$ cat config.mk
export PLATFORM = sky130hd
export DESIGN_NAME = ima_microport
export DESIGN_NICKNAME = d
export VERILOG_FILES = /design/src/verilog/ima_microport.v /design/src/verilog/ima_strobe_decode.v
export VERILOG_INCLUDE_DIRS = /design/src /design/src/verilog
export SDC_FILE = /design/constraint.sdc
export NUM_CORES = 1
export LEC_CHECK = 0
export CAP_MARGIN = 20
export CORE_UTILIZATION = 30
export DETAILED_ROUTE_END_ITERATION = 7
export DONT_BUFFER_PORTS = 1
export HOLD_SLACK_MARGIN = 0.06
export PLACE_DENSITY_LB_ADDON = 0.2
export SLEW_MARGIN = 20
export SYNTH_ARGS = -nofsm -noshare
export SYNTH_HDL_FRONTEND = slang
export SYNTH_HIERARCHICAL = 1
export SYNTH_SLANG_ARGS = --single-unit
$ cat constraint.sdc
create_clock -name CLK_I -period 2.33 [get_ports CLK_I]
set_input_delay 0.233 -clock CLK_I [delete_from_list [all_inputs] [get_ports CLK_I]]
set_output_delay 0.233 -clock CLK_I [all_outputs]
set_load 0.02 [all_outputs]
$ cat src/verilog/ima_defs.vh
// constants for the indirect microport access block
`ifndef IMA_DEFS_VH
`define IMA_DEFS_VH

// ------------------------------------------------------------
// external register offsets
// ------------------------------------------------------------
`define IMA_OFS_DATA_LOW   3'h0
`define IMA_OFS_DATA_MID   3'h1
`define IMA_OFS_DATA_HIGH  3'h2
`define IMA_OFS_MAP_SEL    3'h3
`define IMA_OFS_CHAN_ADDR  3'h6
`define IMA_OFS_ACC_CTRL   3'h7

// ------------------------------------------------------------
// field positions and reset values
// ------------------------------------------------------------
`define IMA_MAP_SEL_BIT    5
`define IMA_HIGH_DATA_BITS 4
`define IMA_REG_RESET      8'h00

`endif

$ cat src/verilog/ima_microport.v
// indirect microport access: external byte registers and internal access sequencer
`timescale 1ns/10ps
`include "ima_defs.vh"
module ima_microport #(
   parameter DATA_W = 20
) (
   // clock and reset
   input  wire              CLK_I,
   input  wire              RESETN_I,
   // host byte bus
   input  wire              CS_N_I,
   input  wire              RD_N_I,
   input  wire              WR_N_I,
   input  wire              MODE_I,
   input  wire [2:0]        A_I,
   input  wire [7:0]        D_I,
   output wire [7:0]        D_O,
   output wire              D_OE_O,
   output wire              ACK_N_O,
   // internal register space
   output wire [9:0]        INT_ADDR_O,
   output wire [5:0]        INT_CHAN_O,
   output wire              INT_MAP_O,
   output wire [DATA_W-1:0] INT_WDATA_O,
   output wire              INT_WR_O,
   output wire              INT_RD_O,
   input  wire [DATA_W-1:0] INT_RDATA_I,
   input  wire              INT_DONE_I
);

   // ------------------------------------------------------------
   // states
   // ------------------------------------------------------------
   localparam [1:0] ST_IDLE = 2'h0;
   localparam [1:0] ST_WAIT = 2'h1;
   localparam [1:0] ST_HOLD = 2'h2;

   wire       active;
   wire       is_write;
   reg  [1:0] state_q;
   reg  [1:0] state_d;
   reg  [7:0] data_low_q;
   reg  [7:0] data_mid_q;
   reg  [7:0] data_high_q;
   reg  [7:0] map_sel_q;
   reg  [7:0] chan_addr_q;
   reg  [7:0] acc_ctrl_q;
   reg  [7:0] dout_q;
   reg        doe_q;
   reg        ack_n_q;
   reg        int_wr_q;
   reg        int_rd_q;
   reg        rd_pend_q;
   wire       start;
   wire       store;
   wire       fetch;
   wire       finish;

   // strobe decode for the selected convention
   ima_strobe_decode u_dec (
      .cs_n_i     (CS_N_I),
      .rd_n_i     (RD_N_I),
      .wr_n_i     (WR_N_I),
      .mode_i     (MODE_I),
      .active_o   (active),
      .is_write_o (is_write)
   );

   // ------------------------------------------------------------
   // request decode
   // ------------------------------------------------------------
   // an access is taken only from idle, so a strobe held through a long
   // internal cycle can never start a second access; the host must let the
   // strobe go for at least one edge before the next one is seen
   assign start  = (state_q == ST_IDLE) & active;
   assign store  = start & is_write;
   assign fetch  = start & ~is_write;
   // the internal cycle ends on the edge where the sequencer leaves the wait state;
   // accesses that do not touch the internal space finish one edge after the start
   assign finish = (state_q == ST_WAIT) & (state_d == ST_HOLD);

   // ------------------------------------------------------------
   // access sequencer
   // ------------------------------------------------------------
   // next state: start on strobe, wait for internal cycle, hold until strobe ends
   always @* begin
      state_d = state_q;
      case (state_q)
         ST_IDLE: begin
            if (active) begin
               state_d = ST_WAIT;
            end
         end
         ST_WAIT: begin
            if (!(int_wr_q | rd_pend_q) || INT_DONE_I) begin
               state_d = ST_HOLD;
            end
         end
         ST_HOLD: begin
            if (!active) begin
               state_d = ST_IDLE;
            end
         end
         default: state_d = ST_IDLE;
      endcase
   end

   // state register
   always @(posedge CLK_I or negedge RESETN_I) begin
      if (!RESETN_I) begin
         state_q <= ST_IDLE;
      end else begin
         state_q <= state_d;
      end
   end

   // ------------------------------------------------------------
   // external byte registers
   // ------------------------------------------------------------
   // host stores land on the start edge; an internal read refills the data bytes
   always @(posedge CLK_I or negedge RESETN_I) begin
      if (!RESETN_I) begin
         data_low_q  <= `IMA_REG_RESET;
         data_mid_q  <= `IMA_REG_RESET;
         data_high_q <= `IMA_REG_RESET;
         map_sel_q   <= `IMA_REG_RESET;
         chan_addr_q <= `IMA_REG_RESET;
         acc_ctrl_q  <= `IMA_REG_RESET;
      end else if (store) begin
         // stores hold until the next store to the same register or, for the data bytes, an internal read
         case (A_I)
            `IMA_OFS_DATA_LOW:  data_low_q  <= D_I;
            `IMA_OFS_DATA_MID:  data_mid_q  <= D_I;
            `IMA_OFS_DATA_HIGH: data_high_q <= D_I;
            `IMA_OFS_MAP_SEL:   map_sel_q   <= D_I;
            `IMA_OFS_CHAN_ADDR: chan_addr_q <= D_I;
            `IMA_OFS_ACC_CTRL:  acc_ctrl_q  <= D_I;
            default: ;
         endcase
      end else if (finish && rd_pend_q) begin
         // fill all three data bytes from the internal location; the unused top
         // nibble of the high byte reads as zero
         data_low_q  <= INT_RDATA_I[7:0];
         data_mid_q  <= INT_RDATA_I[15:8];
         data_high_q <= {4'h0, INT_RDATA_I[DATA_W-1:16]};
      end
   end

   // ------------------------------------------------------------
   // internal request strobes
   // ------------------------------------------------------------
   // the write request is a level held until completion, as the internal space
   // may take any number of cycles; the read request is one pulse, and a pending
   // flag remembers that its answer must be captured on the completion edge
   always @(posedge CLK_I or negedge RESETN_I) begin
      if (!RESETN_I) begin
         int_wr_q  <= 1'b0;
         int_rd_q  <= 1'b0;
         rd_pend_q <= 1'b0;
      end else begin
         int_rd_q <= 1'b0;
         if (store && A_I == `IMA_OFS_DATA_LOW) begin
            int_wr_q <= 1'b1;
         end else if (fetch && A_I == `IMA_OFS_DATA_LOW) begin
            int_rd_q  <= 1'b1;
            rd_pend_q <= 1'b1;
         end else if (finish) begin
            int_wr_q  <= 1'b0;
            rd_pend_q <= 1'b0;
         end
      end
   end

   // ------------------------------------------------------------
   // host bus answer
   // ------------------------------------------------------------
   // read data, drive enable and acknowledge are registered so the pins never glitch
   always @(posedge CLK_I or negedge RESETN_I) begin
      if (!RESETN_I) begin
         dout_q  <= 8'h00;
         doe_q   <= 1'b0;
         ack_n_q <= 1'b1;
      end else begin
         doe_q <= active & ~is_write;
         if (fetch) begin
            case (A_I)
               `IMA_OFS_DATA_LOW:  dout_q <= dout_q;  // low byte follows the answer
               `IMA_OFS_DATA_MID:  dout_q <= data_mid_q;
               `IMA_OFS_DATA_HIGH: dout_q <= data_high_q;
               `IMA_OFS_MAP_SEL:   dout_q <= map_sel_q;
               `IMA_OFS_CHAN_ADDR: dout_q <= chan_addr_q;
               `IMA_OFS_ACC_CTRL:  dout_q <= acc_ctrl_q;
               default:            dout_q <= 8'h00;
            endcase
         end else if (finish && rd_pend_q) begin
            dout_q <= INT_RDATA_I[7:0];
         end
         // strobe pair mode pulls the acknowledge low at the start and frees it when
         // the internal cycle is done; direction mode pulls it low only on completion
         // and frees it once the host has let go of the data strobe
         if (start) begin
            ack_n_q <= MODE_I;
         end else if (finish) begin
            ack_n_q <= ~MODE_I;
         end else if (state_q == ST_HOLD && !active) begin
            ack_n_q <= 1'b1;
         end
      end
   end

   // ------------------------------------------------------------
   // outputs
   // ------------------------------------------------------------
   assign D_O         = dout_q;
   assign D_OE_O      = doe_q;
   assign ACK_N_O     = ack_n_q;
   assign INT_ADDR_O  = {acc_ctrl_q[1:0], chan_addr_q};
   assign INT_CHAN_O  = acc_ctrl_q[7:2];
   assign INT_MAP_O   = map_sel_q[`IMA_MAP_SEL_BIT];
   assign INT_WDATA_O = {data_high_q[`IMA_HIGH_DATA_BITS-1:0], data_mid_q, data_low_q};
   assign INT_WR_O    = int_wr_q;
   assign INT_RD_O    = int_rd_q;

endmodule // ima_microport

$ cat src/verilog/ima_strobe_decode.v
// strobe decoding for both host bus conventions
`timescale 1ns/10ps
module ima_strobe_decode (
   // host control pins
   input  wire cs_n_i,
   input  wire rd_n_i,
   input  wire wr_n_i,
   input  wire mode_i,
   // decoded access
   output wire active_o,
   output wire is_write_o
);
   // mode low: separate read and store strobes; mode high: data strobe plus direction
   assign active_o   = ~cs_n_i & (mode_i ? ~rd_n_i : (~rd_n_i | ~wr_n_i));
   assign is_write_o = mode_i ? ~wr_n_i : ~wr_n_i;
endmodule // ima_strobe_decode

# Yosys cells after proc, flatten, opt, wreduce, memory -nomap -nowiden

Index checks and enable logic that the tools add are counted.
W data, S select, Z words.

Equality and inequality tests: 13
Bitwise operators: 13
Muxes and demuxes: 25
Reduce and logical (&&, ||, !) cells: 23

Operators by type and width:

| kind                 | number |
|---|---|
| $mux W8              | 10 |
| $pmux W8 S6          | 1 |
| $reduce_and A2 Y1    | 9 |
| $mux W1              | 10 |
| $reduce_bool A2 Y1   | 4 |
| $and A1 B1 Y1        | 6 |
| $eq A3 B2 Y1 const B | 2 |
| $eq A3 B3 Y1 const B | 2 |
| $mux W2              | 3 |
| $ne A2 B1 Y1 const B | 3 |
| $pmux W2 S3          | 1 |
| $not A1 Y1           | 5 |
| $eq A2 B2 Y1 const B | 2 |
| $logic_and A1 B1 Y1  | 4 |
| $ne A2 B2 Y1 const B | 2 |
| $eq A3 B1 Y1 const B | 1 |
| $logic_not A3 Y1     | 1 |
| $reduce_bool A3 Y1   | 1 |
| $eq A2 B1 Y1 const B | 1 |
| $logic_not A1 Y1     | 2 |
| $logic_not A2 Y1     | 1 |
| $or A1 B1 Y1         | 2 |
| $logic_or A1 B1 Y1   | 1 |

Word-level logic and storage cells: 87
Register bits after elaboration: 63
Input port bits: 38

# Logic depth before layout (Yosys ltp)

Depth after elaboration: 11
Depth in mapped cells: 8
Depth with buffers taken out: 6

# By module

The synthesis kept the hierarchy.

Modules (own cells, without submodules):

| module            | sequential area each (µm²) | area an instance (µm²) | times used | cells each |
|---|---|---|---|---|
| ima_microport     | 1577.8                     | 3188.1                 | 1          | 274 |
| ima_strobe_decode | 0.0                        | 15.0                   | 1          | 3 |

# Worst setup path after synthesis

Ideal clock, no wire load.

Kind: input-to-reg
Start point: input WR_N_I
End point: register dout_q[1] (netlist: D_O[1])
Path buffers: 0
Data required time: 2.191 ns
Arrival: 1.724 ns
Stages on the path: 6
Path slack: 0.467 ns
Setup time: 0.139 ns
Cell sequence: o21a_1 nor2_1 or4b_4 or2_4 a221oi_1 nor4_1

Longest elaborated chain between the ends: 11
Elaborated cells between the ends (all ways): 16
Classes of those cells: eq/ne: 2; mux: 5; bitwise: 6; reduce/logical: 3

Ends and longest elaborated chain:

| item                                | RTL line                                | RTL |
|---|---|---|
| from (decl)                         | ima_microport.v:13                      | `input wire WR_N_I,` |
| $not A1 Y1 (*)                      | ima_strobe_decode.v:14                  | `assign active_o = ~cs_n_i & (mode_i ? ~rd_n_i : (~rd_n_i \| ~wr_n_i));` |
| $or A1 B1 Y1 (*)                    | ima_strobe_decode.v:14                  |  |
| $mux W1 (*)                         | ima_strobe_decode.v:14                  |  |
| $and A1 B1 Y1 (*)                   | ima_strobe_decode.v:14                  |  |
| named net active                    | ima_microport.v:38                      | `wire active;` |
| $mux W2 (on tied branches)          | ima_microport.v:100, ima_microport.v:90 |  |
| $pmux W2 S3                         | ima_microport.v:88                      | `case (state_q)` |
| $eq A2 B2 Y1                        | ima_microport.v:80                      | `assign finish = (state_q == ST_WAIT) & (state_d == ST_HOLD);` |
| $and A1 B1 Y1                       | ima_microport.v:80                      |  |
| $logic_and A1 B1 Y1                 | ima_microport.v:195                     | `end else if (finish && rd_pend_q) begin` |
| $reduce_bool A2 Y1 (no source line) | -                                       |  |
| $reduce_and A2 Y1 (no source line)  | -                                       |  |
| to (signal assigned)                | ima_microport.v:191                     | `` `IMA_OFS_CHAN_ADDR: dout_q <= chan_addr_q; `` |
| to (signal assigned)                | ima_microport.v:192                     | `` `IMA_OFS_ACC_CTRL: dout_q <= acc_ctrl_q; `` |
| to (signal assigned)                | ima_microport.v:196                     | `dout_q <= INT_RDATA_I[7:0];` |
| to (decl)                           | ima_microport.v:48                      | `reg [7:0] dout_q;` |

The timed path passes the listed nets; every way through them passes the cells marked *.
A chain may end at the register's enable or synchronous reset.

# Worst setup path in the final report

Start point: register state_q[1]
End point: register data_mid_q[2]

Longest elaborated chain between the ends: 7
Elaborated cells between the ends (all ways): 16
Classes of those cells: eq/ne: 4; mux: 5; bitwise: 3; reduce/logical: 4

Ends and longest elaborated chain:

| item                                       | RTL line            | RTL |
|---|---|---|
| from (decl)                                | ima_microport.v:40  | `reg [1:0] state_q;` |
| from (signal assigned)                     | ima_microport.v:113 | `state_q <= state_d;` |
| $eq A2 B2 Y1, or another cell as far along | ima_microport.v:88  |  |
| $pmux W2 S3                                | ima_microport.v:88  |  |
| $eq A2 B2 Y1                               | ima_microport.v:80  |  |
| $and A1 B1 Y1                              | ima_microport.v:80  |  |
| $logic_and A1 B1 Y1                        | ima_microport.v:140 | `end else if (finish && rd_pend_q) begin` |
| $reduce_bool A2 Y1 (no source line)        | -                   |  |
| $reduce_and A2 Y1 (no source line)         | -                   |  |
| to (signal assigned)                       | ima_microport.v:124 | `` data_mid_q <= `IMA_REG_RESET; `` |
| to (signal assigned)                       | ima_microport.v:144 | `data_mid_q <= INT_RDATA_I[15:8];` |
| to (decl)                                  | ima_microport.v:43  | `reg [7:0] data_mid_q;` |

Several ways; a longest one is shown, not always the timed one.

==> out/metrics.cfg <==
[critical_path]
criticalPathCategory = reg2reg
cp_top_family = compound AO/OA/AOI/OAI gates
cp.required_ns = 2.51
crit_path_end_kind = flop
cp_slowest_cell = o41a_1
cp_cell_sequence = nand4bb_1 > buf_12 > o41a_1 > nand2_1 > o21ai_0
cp-start-kind = flop
critPathArrivalTime_ns = 2.10
path_buf_inv = 1
slowest_delay_ns = 0.56
worst-path-max-fanout = 16

[global_route]
grt-ovfl-total = 0
antenna_found_initial = 0
grt_max_degree = 64
grt_pass1_wl_um = 13800
grt_pass1_vias = 2337
grtUsageTotal = 0.166

[drt]
ant_nets = 0
vias = 2210
drc_errors = 0
wl_um = 8750
post_drt_wl_per_cell_um = 20.2
dr.pass1.iters = 4
drt_iter0_drc = 90
via_per_inst = 5.10

[clock_tree]
root_buffer = clkbuf_8
ctsResizeCount = 0
cts_buffers = 9
clockBufferDepth = 2
clk_pin_slew_ns = 0.07
cts_tree = built
clock_sinks = 63
h-tree-depth = 3
clkLatencyLatePin_ns = 0.33

[sta]
final_hold_viol_count = 0
tightest_slew_ns = 0.630
tns_ns = 0
setup_viol = 0
hold_slack_ns = 0.0955
slew_headroom = 0.580
skew_ns = 0.00762
fmax_mhz = 519
rsz0062_at_grt = no
final.period_utilization = 0.827
fin_ws_ns = 0.403
finalCriticalPeriod_ns = 1.93
slew_viol_final = 0

[pwr]
internal_power_mw = 2.44
power_leakage_nw = 1.71
p_sw_frac = 0.370
clkPwrFrac = 0.260
seq_power_share = 0.564
peakVddDrop_mv = 0.475
power.switching_mw = 1.43
power_frac_comb = 0.176
power_density_nw_per_um2 = 1040
fin_total_pwr_mw = 3.87

[synth]
async_flop_share = 1.00
synthFlopType = dfrtp_1
synth_edf_count = 0
avgSynthCellArea_um2 = 11.6
yosysWarnings = 6
seq_area_frac_synth = 0.493
syn_area_um2 = 3200
synth_cell_types = 45
syn_nets = 315
synthCells = 277
synth.ff_latch_count = 63

[floorplanning]
die_area_um2 = 11100
design.core.area_um2 = 10300
initial_utilization = 0.310
ios = 87
die_x_um = 105
die_y_um = 105
row_count = 37

[worst_hold_path]
hold_class = in2reg

[placement]
routabilityCongestion = 0.703
dp_cells = 403
io_buffers = 0
pre_cts_slack_ns = 0.381
placed_area_um2 = 3360
dp_hpwl_um = 6100

[finish]
utilization = 0.361
layout-drive-gt1-share = 0.226
diodes = 0
multi_input_area_um2 = 1500
area_growth_pct = 16.4
seqCellArea_um2 = 1580
nets = 330
fin_area_um2 = 3730
fin_cells = 433
n_fill_cell = 1060

[flow_run]
cap_violations = 0

[status]
outcome = complete, no violations

## final cells by class
type,instances,share of cell area
clock buffers,12,0.0363
clock inverters,4,0.0188
inverters,4,0.00403
multi-input cells,192,0.403
flip-flops and latches,63,0.423
well taps,136,0.0457
repair buffers,22,0.0685
## per-layer routing
metal  global-route usage  part of all wire  up-vias
li1                     -                 -     1035
met1                0.221              0.45     1101
met2                0.253              0.46       70
met3               0.0612             0.082        4
met4               0.0463            0.0067        0
met5                    0                 0        -
## state kept, by name, indices dropped and copies added, names as in the netlist
register / count
D_O: 8
acc_ctrl_q: 8
chan_addr_q: 8
data_high_q: 8
data_low_q: 8
data_mid_q: 8
map_sel_q: 8
state_q: 2
ACK_N_O: 1
D_OE_O: 1
INT_RD_O: 1
INT_WR_O: 1
rd_pend_q: 1
## worst register-to-register path: cells and delay by family (launching register included)
| family | cells | cell delay (ns) |
|---|---|---|
| AOI/OAI and AO/OA | 2 | 0.66 |
| and+or+nand+nor | 2 | 0.45 |
| buffers and inverters | 1 | 0.20 |
| DFF | 1 | 0.48 |
## worst paths after layout
path | endpoint | from | slack [ns] | cells after the start
setup / recovery | data_mid_q[2] | state_q[1] | 0.40 | 5
max in group asynchronous | ACK_N_O | RESETN_I | 1.61 | 2
hold reg to reg | data_high_q[4] | data_high_q[4] | 0.50 | 1
setup reg to reg | data_mid_q[2] | state_q[1] | 0.40 | 5
hold / removal | D_O[7] | INT_RDATA_I[7] | 0.1 | 2
min in group asynchronous | D_OE_O | RESETN_I | 0.44 | 2
## logic make-up (layout without fill, tap and decap cells)
logic type             after synthesis  after routing  share of synthesized area
buffers and inverters               22             42                     0.0379
muxes                               63             63                      0.209
DFF                                 63             63                      0.493
and+or+nand+nor                     75             75                      0.139
AOI/OAI and AO/OA                   54             54                      0.122
## power by group through the flow
| stage | Clock [mW] | Combinational [mW] | Sequential, mW |
|---|---|---|---|
| 5_1_grt | 1.09 | 0.769 | 2.25 |
| 3_5_place_dp | 0 | 0.629 | 2.23 |
| 4_1_cts | 1.05 | 0.690 | 2.20 |
| 6_report | 1.01 | 0.681 | 2.19 |
| 2_1_floorplan | 0 | 0.639 | 2.05 |
| 3_3_place_gp | 0 | 0.614 | 2.21 |
## layout by cell type (no fill, tap or decap), types with 6 or more instances in the layout
cell type,Yosys,routed
mux2_2,30,30
mux2i_1,33,33
dlygate4sd3_1,0,13
nand2_1,23,23
o21ai_0,17,17
clkbuf_8,0,9
dfrtp_1,62,62
nor2_1,22,22
nand2b_1,6,6
o21ai_1,6,6
## Yosys cell counts, types with 3 or more instances
master	count	share of area
o21ai_0	17	0.027
nor2b_1	4	0.0078
nand2b_1	6	0.012
mux2i_1	33	0.10
a221oi_1	4	0.011
dfrtp_1	62	0.48
nand2_1	23	0.027
o21ai_1	6	0.0094
a22oi_1	3	0.0070
mux2_2	30	0.11
nor4_1	5	0.0098
inv_1	4	0.0047
nor2_1	22	0.026
a22o_1	5	0.014
buf_4	5	0.012
a21oi_1	3	0.0047
buf_2	10	0.016
## timing repair
action | 4_1_cts | 5_1_grt
hold buffers | 14 | 0
endpoints found under the hold margin | 95 | 0
buffers inserted | 0 | 0
No activity file was read; power rests on OpenSTA's default activity.
